File: src/pwmr_defines.svh
// Purpose: Register offsets, field positions and reset values of the three-channel PWM.
// Assumes: Byte addresses on a 32-bit AHB-Lite bus, one aligned word per register.
// Notes: Definitions only; included by the top module.
`ifndef PWMR_DEFINES_SVH
`define PWMR_DEFINES_SVH

// Register offset inside one channel window (address bits 4:0).
`define PWMR_OFF_TC 5'h00
`define PWMR_OFF_DC 5'h04
`define PWMR_OFF_RUN 5'h08
`define PWMR_OFF_DIV 5'h0C
`define PWMR_OFF_SYNC 5'h10
`define PWMR_OFF_POL 5'h14
// Channel window select (address bits 6:5); window 3 is the broadcast set.
`define PWMR_WIN_BCAST 2'h3
// Status register byte address (address bit 7 set).
`define PWMR_ADDR_STATUS 8'h80
// Divide value field bits used; bit 0 below them is ignored.
`define PWMR_DIVVAL_MSB 5
`define PWMR_DIVVAL_LSB 1
// Reset values.
`define PWMR_RST_CNT 16'h0000
`define PWMR_RST_DIV 6'h00
`define PWMR_RST_BIT 1'b0

`endif

File: src/pwmr_pkg.sv
// Purpose: Types shared by the three-channel PWM.
// Assumes: Numbers live in pwmr_defines.svh.
// Notes: None.
package pwmr_pkg;

  // Channel lifecycle state.
  typedef enum logic [1:0] {
    ST_STOP = 2'b00,
    ST_ARMED = 2'b01,
    ST_RUN = 2'b10
  } pwmr_st_t;

  // One channel's waveform settings, held both as buffer and as active copy.
  typedef struct packed {
    logic [5:0] divide_value;
    logic [15:0] tc;
    logic [15:0] dc;
    logic polarity_bit;
  } pwmr_cfg_t;

endpackage : pwmr_pkg

File: src/pwmr_top.sv
// Purpose: Three-channel PWM with double-buffered settings behind an AHB-Lite slave.
// Assumes: Counter 0 pulse may come from another clock, so it is synchronised.
// Notes: Reads take one wait state, writes none.
// Notes: A status word at its own address shows the running, armed and output bits.
// Notes: A divide value of zero or one is illegal; such a channel then ticks every 64 clocks.
// Notes: Start mode writes are not blocked while running; software must stop the channel first.
// Behaviour
// [RULE_01] Even divide 2 to 62, bit 0 ignored.
// [RULE_02] Divided tick enables each channel's waveform logic.
// [RULE_03] Software accesses holding buffers, not active values.
// [RULE_04] Enable write while stopped loads all buffers.
// [RULE_05] Running channel loads buffers at cycle end.
// [RULE_06] Counts 8 bits for 0,1; 16 for 2.
// [RULE_07] Broadcast counts load all three, truncated.
// [RULE_08] Broadcast divider loads all three divider buffers.
// [RULE_09] Broadcast polarity and start mode load all.
// [RULE_10] Broadcast enable sets all, updates stopped channels.
// [RULE_11] Polarity picks off-first or on-first order.
// [RULE_12] Clearing enable stops at cycle end.
// [RULE_13] Stopped output equals polarity bit.
// [RULE_14] Enable in normal mode starts immediately.
// [RULE_15] Enable in synchronous mode only arms.
// [RULE_16] Start mode 0 normal, 1 synchronous.
// [RULE_17] Software changes start mode only while stopped.
// [RULE_18] Outputs offered as counter gate sources.
// [RULE_19] Period divide times terminal count plus one.
// [RULE_20] Armed channels start in order per pulse.
// [RULE_21] Outputs low in and after reset, halted.
// [RULE_22] Count tc+1 ticks, duty interval dc ticks.
`timescale 1ns/1ps
`include "pwmr_defines.svh"

module pwmr_top #(
  parameter int NARROW_W = 8, // Count width of channels 0 and 1.
  parameter int WIDE_W = 16 // Count width of channel 2.
) (
  input wire logic i_ref_clk, // 40 MHz clock.
  input wire logic i_rstn, // Asynchronous active-low reset.
  input wire logic i_hsel, // Slave select.
  input wire logic [31:0] i_haddr, // Byte address.
  input wire logic [1:0] i_htrans, // Transfer type.
  input wire logic i_hwrite, // Write when high.
  input wire logic [2:0] i_hsize, // Transfer size, words only.
  input wire logic [31:0] i_hwdata, // Write data.
  input wire logic i_hready, // Bus ready.
  output logic o_hreadyout, // Slave ready.
  output logic o_hresp, // Always OKAY.
  output logic [31:0] o_hrdata, // Read data.
  input wire logic i_ctr0_pulse, // Counter 0 output pulse.
  output logic [2:0] o_channel_output, // Waveform outputs.
  output logic [2:0] o_gate_src // Copies offered to the counter gates.
);
  import pwmr_pkg::*;

  // Masks that cut a written count to each channel's width.
  localparam logic [15:0] NARROW_MASK = 16'((32'h1 << NARROW_W) - 32'h1);
  localparam logic [15:0] WIDE_MASK = 16'((32'h1 << WIDE_W) - 32'h1);

  // Width mask of a channel.
  function automatic logic [15:0] width_mask(input int ch);
    return (ch == 2) ? WIDE_MASK : NARROW_MASK; // RULE_06
  endfunction : width_mask

  // Effective divide ratio with the low bit forced to zero.
  // An odd written value therefore divides like the even value just below it.
  // A field of zero or one gives a ratio of zero, which the prescaler wraps as 64.
  function automatic logic [5:0] eff_div(input logic [5:0] divide_value);
    return {divide_value[`PWMR_DIVVAL_MSB:`PWMR_DIVVAL_LSB], 1'b0}; // RULE_01
  endfunction : eff_div

  // Output level while running: the last dc states are the duty interval.
  // With polarity clear the cycle shows the off interval first, then dc ticks high.
  // With polarity set the same shape is inverted, so dc then sets the low interval.
  // The threshold is one bit wider than the count, so a terminal count of all ones still works.
  function automatic logic wave_level(input pwmr_cfg_t c, input logic [15:0] n);
    logic [16:0] thr;
    thr = {1'b0, c.tc} + 17'h00001 - {1'b0, c.dc};
    return ({1'b0, n} >= thr) ^ c.polarity_bit; // RULE_11 RULE_22
  endfunction : wave_level

  // Bus state: pending data phases and the captured address.
  logic wr_pend; // A write is in its data phase.
  logic rd_pend; // A read is in its wait cycle.
  logic rd_done; // A read is in its final data cycle.
  logic [7:0] a_addr; // Captured low address bits.
  logic [31:0] rdata; // Registered read data.
  logic next_wr_pend;
  logic next_rd_pend;
  logic next_rd_done;
  logic [7:0] next_a_addr;
  logic [31:0] next_rdata;
  logic take; // Address phase accepted this cycle.

  // Channel state.
  pwmr_cfg_t buf_cfg [3]; // Holding buffers seen by software.
  pwmr_cfg_t act_cfg [3]; // Active settings used by the waveform.
  pwmr_st_t st [3]; // Lifecycle state.
  logic [5:0] div_cnt [3]; // Prescaler count.
  logic [15:0] cnt [3]; // Tick count within a cycle.
  logic [2:0] run_bit; // Enable bits.
  logic [2:0] sync_bit; // Start mode bits.
  logic [2:0] out; // Registered outputs.
  pwmr_cfg_t next_buf [3];
  pwmr_cfg_t next_act [3];
  pwmr_st_t next_st [3];
  logic [5:0] next_div_cnt [3];
  logic [15:0] next_cnt [3];
  logic [2:0] next_run_bit;
  logic [2:0] next_sync_bit;
  logic [2:0] next_out;
  logic [2:0] en_wr; // Enable register written this cycle.
  logic [2:0] tick; // Divided clock tick.
  logic [2:0] eoc; // End of output cycle.
  logic [2:0] grant; // Start granted by the counter pulse.

  // Counter pulse synchroniser and edge detector.
  logic [1:0] ctr_sync; // Two-stage synchroniser.
  logic ctr_prev; // Previous synchronised level.
  logic pulse_edge; // One-cycle start pulse.

  // Accept an address phase, hold reads one wait cycle, register read data.
  // The wait cycle lets the read data come from a flip-flop rather than from the decoder.
  // Writes need no wait: the data phase word is applied at the end of its own cycle.
  always_comb begin
    take = i_hsel & i_htrans[1] & i_hready;
    next_wr_pend = take & i_hwrite;
    next_rd_pend = take & ~i_hwrite;
    next_rd_done = rd_pend;
    next_a_addr = take ? i_haddr[7:0] : a_addr;
    next_rdata = rdata;
    if (rd_pend) begin
      // Read the buffers and the status, never the active copies.
      next_rdata = 32'h00000000;
      if (a_addr == `PWMR_ADDR_STATUS) begin
        for (int i = 0; i < 3; i++) begin
          next_rdata[i] = (st[i] == ST_RUN);
          next_rdata[4 + i] = (st[i] == ST_ARMED);
          next_rdata[8 + i] = out[i];
        end
      end else if (!a_addr[7] && a_addr[6:5] != `PWMR_WIN_BCAST) begin
        case (a_addr[4:0]) // RULE_03
          `PWMR_OFF_TC: next_rdata[15:0] = buf_cfg[a_addr[6:5]].tc;
          `PWMR_OFF_DC: next_rdata[15:0] = buf_cfg[a_addr[6:5]].dc;
          `PWMR_OFF_RUN: next_rdata[0] = run_bit[a_addr[6:5]];
          `PWMR_OFF_DIV: next_rdata[5:0] = buf_cfg[a_addr[6:5]].divide_value;
          `PWMR_OFF_SYNC: next_rdata[0] = sync_bit[a_addr[6:5]];
          `PWMR_OFF_POL: next_rdata[0] = buf_cfg[a_addr[6:5]].polarity_bit;
          default: next_rdata = 32'h00000000;
        endcase
      end
    end
  end

  // Register the bus state.
  always_ff @(posedge i_ref_clk or negedge i_rstn) begin
    if (!i_rstn) begin
      wr_pend <= 1'b0;
      rd_pend <= 1'b0;
      rd_done <= 1'b0;
      a_addr <= 8'h00;
      rdata <= 32'h00000000;
    end else begin
      wr_pend <= next_wr_pend;
      rd_pend <= next_rd_pend;
      rd_done <= next_rd_done;
      a_addr <= next_a_addr;
      rdata <= next_rdata;
    end
  end

  assign o_hreadyout = ~rd_pend;
  assign o_hresp = 1'b0;
  assign o_hrdata = rdata;

  // Synchronise the counter pulse; only the second stage feeds the edge detector.
  always_ff @(posedge i_ref_clk or negedge i_rstn) begin
    if (!i_rstn) begin
      ctr_sync <= 2'b00;
      ctr_prev <= 1'b0;
    end else begin
      ctr_sync <= {ctr_sync[0], i_ctr0_pulse};
      ctr_prev <= ctr_sync[1];
    end
  end

  assign pulse_edge = ctr_sync[1] & ~ctr_prev;

  // Buffer writes, start and stop sequencing, dividers, counters and outputs.
  // The first loop decodes software writes into the holding buffers and picks
  // the channel that a counter pulse starts. The second loop runs each channel's
  // lifecycle: stopped, armed for a counter pulse, or running. The active copy
  // changes only on an enable write while not running, or at a cycle end.
  always_comb begin
    logic hit;
    logic found;
    hit = 1'b0;
    found = 1'b0;
    next_run_bit = run_bit;
    next_sync_bit = sync_bit;
    en_wr = 3'b000;
    grant = 3'b000;
    for (int i = 0; i < 3; i++) begin
      next_buf[i] = buf_cfg[i];
      // A channel window hit or a broadcast hit writes this channel.
      hit = wr_pend && !a_addr[7] && (a_addr[6:5] == 2'(i) || a_addr[6:5] == `PWMR_WIN_BCAST);
      if (hit) begin
        case (a_addr[4:0])
          `PWMR_OFF_TC: next_buf[i].tc = i_hwdata[15:0] & width_mask(i); // RULE_07 RULE_03
          `PWMR_OFF_DC: next_buf[i].dc = i_hwdata[15:0] & width_mask(i); // RULE_07
          `PWMR_OFF_DIV: next_buf[i].divide_value = i_hwdata[5:0]; // RULE_08
          `PWMR_OFF_POL: next_buf[i].polarity_bit = i_hwdata[0]; // RULE_09
          // Start mode goes straight to its register; it is not double buffered.
          `PWMR_OFF_SYNC: next_sync_bit[i] = i_hwdata[0]; // RULE_09 RULE_16 RULE_17
          // An enable write also flags the buffer transfer for a channel that is not running.
          `PWMR_OFF_RUN: begin
            next_run_bit[i] = i_hwdata[0]; // RULE_10
            en_wr[i] = 1'b1;
          end
          default: hit = 1'b0;
        endcase
      end
      // The lowest-numbered armed channel takes each counter pulse.
      if (pulse_edge && !found && st[i] == ST_ARMED) begin
        grant[i] = 1'b1; // RULE_20
        found = 1'b1;
      end
    end
    for (int i = 0; i < 3; i++) begin
      next_act[i] = act_cfg[i];
      next_st[i] = st[i];
      next_div_cnt[i] = div_cnt[i];
      next_cnt[i] = cnt[i];
      // The prescaler tick is the divided clock; it enables the tick counter below.
      // Only a running channel advances its prescaler, so every cycle starts aligned.
      tick[i] = (div_cnt[i] == eff_div(act_cfg[i].divide_value) - 6'h01); // RULE_02 RULE_01
      eoc[i] = (st[i] == ST_RUN) && tick[i] && (cnt[i] == act_cfg[i].tc); // RULE_19
      unique case (st[i])
        // Stopped: counters held at zero, output parked at the polarity level.
        ST_STOP: begin
          next_div_cnt[i] = `PWMR_RST_DIV;
          next_cnt[i] = `PWMR_RST_CNT;
          if (en_wr[i]) begin
            next_act[i] = buf_cfg[i]; // RULE_04 RULE_10
            if (next_run_bit[i]) begin
              next_st[i] = sync_bit[i] ? ST_ARMED : ST_RUN; // RULE_14 RULE_15 RULE_16
            end
          end
        end
        ST_ARMED: begin
          // Still not running, so an enable write reloads the buffers.
          if (en_wr[i]) begin
            next_act[i] = buf_cfg[i]; // RULE_04
            if (!next_run_bit[i]) begin
              next_st[i] = ST_STOP;
            end
          end else if (grant[i]) begin
            next_st[i] = ST_RUN; // RULE_15
          end
        end
        // Running: the cycle end reloads the buffers and honours a cleared enable.
        ST_RUN: begin
          next_div_cnt[i] = tick[i] ? `PWMR_RST_DIV : div_cnt[i] + 6'h01; // RULE_02
          if (tick[i]) begin
            next_cnt[i] = eoc[i] ? `PWMR_RST_CNT : cnt[i] + 16'h0001; // RULE_22 RULE_19
          end
          if (eoc[i]) begin
            next_act[i] = buf_cfg[i]; // RULE_05
            if (!next_run_bit[i]) begin
              next_st[i] = ST_STOP; // RULE_12
            end
          end
        end
        default: next_st[i] = ST_STOP;
      endcase
      // Running shows the waveform, otherwise the polarity level.
      // The output is computed from next values so it changes on the same edge as the state.
      next_out[i] = (next_st[i] == ST_RUN) ? wave_level(next_act[i], next_cnt[i]) : next_act[i].polarity_bit; // RULE_13
    end
  end

  // Register the channel state; reset leaves all channels halted, normal, low.
  // Buffers reset to zero, which is an illegal divide value until software writes one.
  always_ff @(posedge i_ref_clk or negedge i_rstn) begin
    if (!i_rstn) begin
      for (int i = 0; i < 3; i++) begin
        buf_cfg[i] <= '0;
        act_cfg[i] <= '0;
        st[i] <= ST_STOP; // RULE_21
        div_cnt[i] <= `PWMR_RST_DIV;
        cnt[i] <= `PWMR_RST_CNT;
      end
      run_bit <= 3'h0;
      sync_bit <= 3'h0; // RULE_21
      out <= 3'h0; // RULE_21
    end else begin
      for (int i = 0; i < 3; i++) begin
        buf_cfg[i] <= next_buf[i];
        act_cfg[i] <= next_act[i];
        st[i] <= next_st[i];
        div_cnt[i] <= next_div_cnt[i];
        cnt[i] <= next_cnt[i];
      end
      run_bit <= next_run_bit;
      sync_bit <= next_sync_bit;
      out <= next_out;
    end
  end

  assign o_channel_output = out;
  assign o_gate_src = out; // RULE_18

  for (genvar g = 0; g < 3; g++) begin : g_chk

  end
endmodule : pwmr_top

File: config.mk
export PLATFORM = sky130hd
export DESIGN_NAME = pwmr_top
export DESIGN_NICKNAME = d
export VERILOG_FILES = /design/src/pwmr_pkg.sv /design/src/pwmr_top.sv
export VERILOG_INCLUDE_DIRS = /design/src
export SDC_FILE = /design/constraint.sdc
export NUM_CORES = 1
export LEC_CHECK = 0
export ABC_AREA = 1
export BUFFER_PORTS_ARGS = -buffer_cell sky130_fd_sc_hd__buf_2
export CAP_MARGIN = 20
export CORE_MARGIN = 3
export CORE_UTILIZATION = 35
export DETAILED_ROUTE_END_ITERATION = 10
export SLEW_MARGIN = 30
export SYNTH_ARGS = -nofsm -noshare
export SYNTH_HDL_FRONTEND = slang
export SYNTH_SLANG_ARGS = --single-unit
File: constraint.sdc
create_clock -name i_ref_clk -period 11 [get_ports i_ref_clk]
set_input_delay 0.55 -clock i_ref_clk [delete_from_list [all_inputs] [get_ports i_ref_clk]]
set_output_delay 0.55 -clock i_ref_clk [all_outputs]
set_load 0.005 [all_outputs]
==> run_results.csv, run 1 <==
group,metric,value,unit
global_routing,antenna_found_initial,1,
floorplan,placementRows,85,
layout,diodes,0,
synthesis,synthFlopType,"dfrtp_1",
pwr,p_leak,11.29,nW
min_path,hold_path_depth,1,
synthesis,syn_avg_cell_area,7.768,um2
pwr,peakVddDrop,0.2049,mV
detailed_routing,drt.antenna.violating_nets,0,
setup_path,crit_type,"flop to flop",
placed_design,portBuffers,53,
detailed_routing,vias_per_cell,5.087,
status,status,"completed",
sta,fin_skew,0.01797,ns
floorplan,start_util,0.3566,
clock_network,cts_root_buf,"clkbuf_16",
synthesis,synth_cell_types,58,
clock_network,cts_tree,"yes",
flow_run,max_cap_violations,0,
synthesis,seq_area_frac_synth,0.3997,
setup_path,required,11.40,ns
floorplan,dieHeight,241.1,um
sta,finalSetupViolations,0,
synthesis,synthCells,2490,
floorplan,dieArea,58120,um2
layout,area_delta_synth_final,11.00,%
global_routing,first_global_vias,15970,
setup_path,endpoint_kind,"flop",
global_routing,grt_pass1_wl,85950,um
clock_network,cts_inserted_buffers,36,
global_routing,overflow,0,
placed_design,placed_area,20150,um2
sta,period_share,0.5952,
synthesis,yosys_warnings,0,
clock_network,clk_pin_slew,0.06,ns
sta,finalHoldViolations,0,
global_routing,use_met1,0.2744,
synthesis,synthTopCellsByArea,"dfrtp_1, nand2_1, ha_1",
global_routing,busiest_layer,"met2",
detailed_routing,vias,16520,
synthesis,netlist.area_leader.share,0.3997,
layout,final_cell_area,21470,um2
global_routing,grtUsageTotal,0.1851,
setup_path,critPathMaxStageDelay,0.61,ns
global_routing,grt_max_degree,137,
floorplan,die_width,241.1,um
pwr,p_per_area,162.3,nW/um2
setup_path,cp_max_fo,45,
setup_path,slowest_stage,"nor2_8",
layout,fillers,5522,
floorplan,io_pins,115,
detailed_routing,dr.pass1.iters,5,
synthesis,syn_area,19340,um2
sta,rsz0062_at_grt,"no",
placed_design,dp_hpwl,39770,um
global_routing,met2_usage,0.2858,
setup_path,critPathLaunchType,"flop",
sta,relSlewSlack,0.3355,
sta,period_minus_slack,6.548,ns
setup_path,reg2regPathDepth,31,
sta,tns,0,ns
layout,layout-drive-gt1-share,0.06818,
synthesis,synth_edf_count,0,
clock_network,clk-insertion-delay-late,0.54,ns
clock_network,clock_sinks,309,
sta,final_max_slew_viol_count,0,
detailed_routing,wl,53170,um
detailed_routing,drt_iter0_markers,1301,
detailed_routing,route.detailed.drc,0,
sta,worst_pin_slew,0.9943,ns
global_routing,gr-usage-met3,0.02331,
synthesis,synth-seq-cells,309,
clock_network,ctsHtreeMaxLevel,2,
setup_path,critPathMostFrequentCell,"nand2_1",
placed_design,place.gp.congestion,0.9110,
floorplan,core,54240,um2
setup_path,arrival,6.94,ns
synthesis,synth_largest_area_cell,"dfrtp_1",
synthesis,synth_async_sr_flop_share,1.000,
clock_network,clockBufferDepth,3,
layout,nNetsFinal,2755,
min_path,hp-class,"input pin to flop",
detailed_routing,avgRoutedWirePerCell,16.37,um
sta,max_clock_freq,152.7,MHz
## final cells by class
cell class              count  area [um2]  share of cell area
inverters                 361        1356             0.06317
multi-input cells        1755        9868              0.4596
well taps                 696       870.8             0.04056
clock buffers              58        1146             0.05338
repair buffers             61       370.4             0.01725
clock inverters             8       126.4            0.005886
flip-flops and latches    309        7732              0.3601
## final timing paths
path / start / endpoint / slack, ns
min in group asynchronous: i_rstn / act_cfg[52] / 0.53
hold / removal: i_ctr0_pulse / ctr_sync[0] / 0.12
hold reg to reg: ctr_sync[0] / ctr_sync[1] / 0.37
setup reg to reg: a_addr[5] / o_channel_output[2] / 4.45
max in group asynchronous: i_rstn / buf_cfg[11] / 8.94
setup / recovery: a_addr[5] / o_channel_output[2] / 4.45
## layout by cell type (no fill, tap or decap), types with 7 or more instances in the layout
cell | netlist | layout
a21o_1 | 8 | 8
a21oi_1 | 118 | 118
a22o_1 | 8 | 8
a22oi_1 | 10 | 10
a31oi_1 | 12 | 12
buf_2 | 15 | 52
clkbuf_1 | 35 | 8
clkbuf_16 | 0 | 38
clkbuf_8 | 0 | 12
conb_1 | 1 | 17
dfrtp_1 | 309 | 309
ha_1 | 153 | 153
inv_1 | 343 | 343
inv_2 | 14 | 14
nand2_1 | 595 | 594
nand2_2 | 6 | 7
nand3_1 | 100 | 100
nand3b_1 | 7 | 7
nand4_1 | 28 | 28
nor2_1 | 192 | 191
nor2_2 | 9 | 9
nor3_1 | 39 | 38
o211ai_1 | 10 | 10
o21a_1 | 14 | 14
o21ai_0 | 211 | 211
o21ai_2 | 12 | 12
o21bai_1 | 7 | 7
o22ai_1 | 39 | 39
o31ai_1 | 8 | 8
xnor2_1 | 36 | 36
xor2_1 | 55 | 55
## power breakdown
group / internal, mW / switching, mW
Combinational: 0.360 / 0.569
Sequential: 1.21 / 0.0715
Clock: 0.785 / 0.487
Total: 2.36 / 1.13
## registers in the layout, indices dropped and copies added, names as in the netlist, 2 cells and up
register and count:
a_addr 8, act_cfg 114, buf_cfg 85, cnt 48, ctr_sync 2, div_cnt 18
o_channel_output 3, o_hrdata 16, run_bit 3, st 6, sync_bit 3
## repair_timing
action / CTS / global route
gates resized for setup: 0 / 0
setup buffers: 0 / 0
hold buffers: 0 / 1
hold endpoints to repair: 0 / 38
endpoints found under the setup margin: 0 / 0
## Yosys cell counts (all sizes together), types with 3 or more instances
master / number
nand2: 603
inv: 357
dfrtp: 309
o21ai: 229
nor2: 203
ha: 153
a21oi: 118
nand3: 102
xor2: 55
buf: 46
nor3: 41
o22ai: 39
xnor2: 36
clkbuf: 35
nand4: 28
o21a: 14
a31oi: 12
a22oi: 10
o211ai: 10
a21o: 8
a22o: 8
o31ai: 8
nand3b: 7
o21bai: 7
a21boi: 5
o32ai: 5
a32o: 4
clkinv: 4
mux2i: 4
nor3b: 4
nor4: 4
or2: 4
fa: 3
## kinds of logic (layout without fill, tap and decap cells)
logic type                 Yosys count  count (layout)  share of synthesized area
AOI/OAI and AO/OA                  486             486                     0.1446
DFF                                309             309                     0.3997
xor gates and xnor gates            91              91                    0.04120
muxes                                5               5                   0.002652
other                                1              17                  0.0001939
and+or+nand+nor                   1000            1000                     0.2156
buffers and inverters              442             488                    0.09398
adders and majority gates          156             156                     0.1021
## per-stage QoR
| stage | hold slack (ns) | utilization | instances | setup slack, ns | power, mW |
|---|---|---|---|---|---|
| floorplan | 0.2544 | - | 2506 | 5.825 | 1.978 |
| detailed placement | 0.3471 | 0.3715 | 3180 | 4.466 | 2.227 |
| finish | 0.1215 | 0.3958 | 3248 | 4.452 | 3.485 |
| CTS | 0.1002 | 0.3950 | 3246 | 4.471 | 3.517 |
| global route | 0.1111 | 0.3958 | 3248 | 3.870 | 3.711 |
| global placement | 0.3416 | 0.3715 | 3180 | 4.687 | 2.200 |
## metal layers
layer  share of wire  vias up
met3           0.047       71
met5               0        -
met4           0.024        0
met2            0.44      397
li1                -     8190
met1            0.49     7864
## critical path, delay by kind of cell, from the launching register on
kind | cells | cell delay (ns)
flops | 1 | 0.56
xor+xnor | 1 | 0.22
fa+ha+maj | 5 | 1.35
simple gates | 11 | 1.80
compound gates | 9 | 1.66
buf+inv | 5 | 0.77
(Power assumes the default switching activity.)
==> run 2: changes to the inputs <==
Clock period 11 ns to 5.71 ns, I/O delays scaled along.
==> run 2 against run 1 <==
  * Die area did not move
  * Via count up 1.2%
  * Clock-buffer cell count shrank 9
  * Sequential cell count stayed put
  * Combinational power increased by 94%
  * Final cell count increased by 1.5%
  * Power rose by 89%
==> run_results.csv, run 2 (synthesized netlist as in run 1, its figures left out) <==
group,metric,value,unit
pwr,peakVddDrop,0.4622,mV
setup_path,reg2reg_from,"act_cfg[112]",
setup_path,reg2regPathDepth,33,
clock_network,cts_tree,"yes",
layout,largest_reg_flops,114,
floorplan,dieArea,58120,um2
sta,finalSetupViolations,0,
detailed_routing,vias,16720,
global_routing,grt_max_degree,128,
min_path,hp-class,"input pin to flop",
min_path,worstHoldStart,"i_hwdata[1]",
detailed_routing,vias_per_cell,5.069,
sta,relSlewSlack,0.3370,
detailed_routing,wl,54030,um
layout,layout-drive-gt1-share,0.07955,
detailed_routing,dr.pass1.iters,5,
global_routing,overflow,0,
floorplan,io_pins,115,
floorplan,dieHeight,241.1,um
sta,fin_skew,0.01979,ns
placed_design,post-place-ws,0.3310,ns
pwr,p_leak,11.50,nW
clock_network,cts_root_buf,"clkbuf_16",
sta,setup_slack,0.5145,ns
layout,diodes,0,
global_routing,grtUsageTotal,0.1882,
flow_run,max_cap_violations,0,
status,status,"completed",
global_routing,antenna_found_initial,0,
setup_path,crit_type,"flop to flop",
floorplan,placementRows,85,
sta,worst_pin_slew,0.9891,ns
floorplan,core,54240,um2
global_routing,first_global_vias,16210,
sta,period_minus_slack,5.195,ns
setup_path,required,6.15,ns
placed_design,portBuffers,53,
sta,max_clock_freq,192.5,MHz
layout,area_delta_synth_final,13.10,%
clock_network,clk-insertion-delay-late,0.55,ns
setup_path,critPathLaunchType,"flop",
setup_path,cp.depth,33,
detailed_routing,route.detailed.drc,0,
placed_design,place.gp.congestion,0.8844,
layout,instances_no_fill,3298,
setup_path,slowest_stage,"dfrtp_1",
layout,final_common_cell,"nand2_1",
clock_network,ctsHtreeMaxLevel,2,
setup_path,r2r-end,"o_channel_output[0]",
sta,period_share,0.9099,
layout,final_cell_area,21880,um2
setup_path,critPathMaxStageDelay,0.38,ns
placed_design,dpl.cell_count,3212,
placed_design,placed_area,20410,um2
setup_path,crit_start,"act_cfg[112]",
placed_design,dp_hpwl,40770,um
layout,nNetsFinal,2813,
sta,finalHoldViolations,0,
setup_path,endpoint_kind,"flop",
setup_path,arrival,5.63,ns
detailed_routing,avgRoutedWirePerCell,16.38,um
pwr,total_power,6.579,mW
floorplan,start_util,0.3566,
sta,final_max_slew_viol_count,0,
clock_network,clock_sinks,309,
clock_network,clockBufferDepth,3,
global_routing,grt_pass1_wl,86830,um
clock_network,cts_inserted_buffers,35,
floorplan,die_width,241.1,um
sta,tns,0,ns
layout,largest-register,"act_cfg",
setup_path,crit_buf_inv,4,
layout,final_cell_mix,"nand2_1, inv_1, dfrtp_1",
setup_path,ff2ff_setup_slack,0.51,ns
setup_path,crit_end,"o_channel_output[0]",
pwr,p_per_area,300.7,nW/um2
setup_path,critPathMostFrequentCell,"nand2_1",
clock_network,clk_pin_slew,0.06,ns
layout,reg.largest.list,"act_cfg: 114 flops, buf_cfg: 85 flops, cnt: 48 flops",
setup_path,cp_max_fo,15,
detailed_routing,drt_iter0_markers,1164,
detailed_routing,drt.antenna.violating_nets,0,
setup_path,cp_top_family,"simple AND/OR/NAND/NOR gates",
==> run 2: cell types whose count changed in the layout (fill, tap and decap cells not counted), moves of 2 or more <==
| cell | delta |
|---|---|
| clkbuf_1 | -2 |
| o21ai_0 | -4 |
| o21ai_1 | +4 |
| clkinvlp_4 | +3 |
| nor2_2 | +2 |
| clkinv_2 | -2 |
| nor2_1 | -2 |
| buf_6 | +5 |
| dlygate4sd3_1 | +21 |
| buf_4 | +32 |
| clkbuf_8 | -6 |
==> run 2: worst min-delay path by stage <==
| stage | to | slack, ns | cells after the start |
|---|---|---|---|
| 2_1_floorplan | a_addr[0] | -0.01 | 0 |
| 3_3_place_gp | ctr_sync[1] | 0.33 | 0 |
| 3_5_place_dp | ctr_sync[1] | 0.33 | 0 |
| 4_1_cts | buf_cfg[2] | 0.0006 | 3 |
| 5_1_grt | buf_cfg[9] | 0.02 | 3 |
| 6_report | buf_cfg[2] | 0.02 | 3 |
==> run 2: report_power, final <==
part | total [mW] | switching (mW) | internal, mW
Clock | 2.31 | 0.926 | 1.39
Sequential | 2.47 | 0.128 | 2.34
Combinational | 1.80 | 1.09 | 0.707
Total | 6.58 | 2.14 | 4.43
==> run 2: repair_timing <==
action                                  CTS  global route
endpoints found under the setup margin    0             3
endpoints found under the hold margin   125             0
hold buffers                             22             0
buffers inserted                          0             6
resized for setup                         0            12
==> run 2: per-stage QoR <==
step / hold slack, ns / util
finish: 0.01834 / 0.4034
global route: 0.02028 / 0.4034
CTS: 0.0006343 / 0.4016
detailed placement: 0.3347 / 0.3763
global placement: 0.3349 / 0.3761
floorplan: -0.01009 / -
==> run 2: final cells by class <==
type / instances / area, um2
fill: 5493 / 32360
tap: 696 / 870.8
timing repair buffer: 120 / 897.1
inverter: 361 / 1356
sequential: 309 / 7732
clock inverter: 8 / 122.6
multi-input combinational: 1755 / 9868
clock buffer: 49 / 1031
==> run 2: routing by layer <==
| layer | GRT usage | vias up | wire length [um] |
|---|---|---|---|
| li1 | - | 8297 | - |
| met1 | 0.2763 | 7883 | 26570 |
| met2 | 0.2785 | 436 | 22780 |
| met3 | 0.02731 | 101 | 2775 |
| met4 | 0.07478 | 0 | 1914 |
| met5 | 0 | - | 0 |
==> run 2: tightest hold or removal path, delay by kind of cell <==
kind	cells	cell delay (ns)
buf+inv	1	0.12
compound gates	1	0.06
simple gates	1	0.05
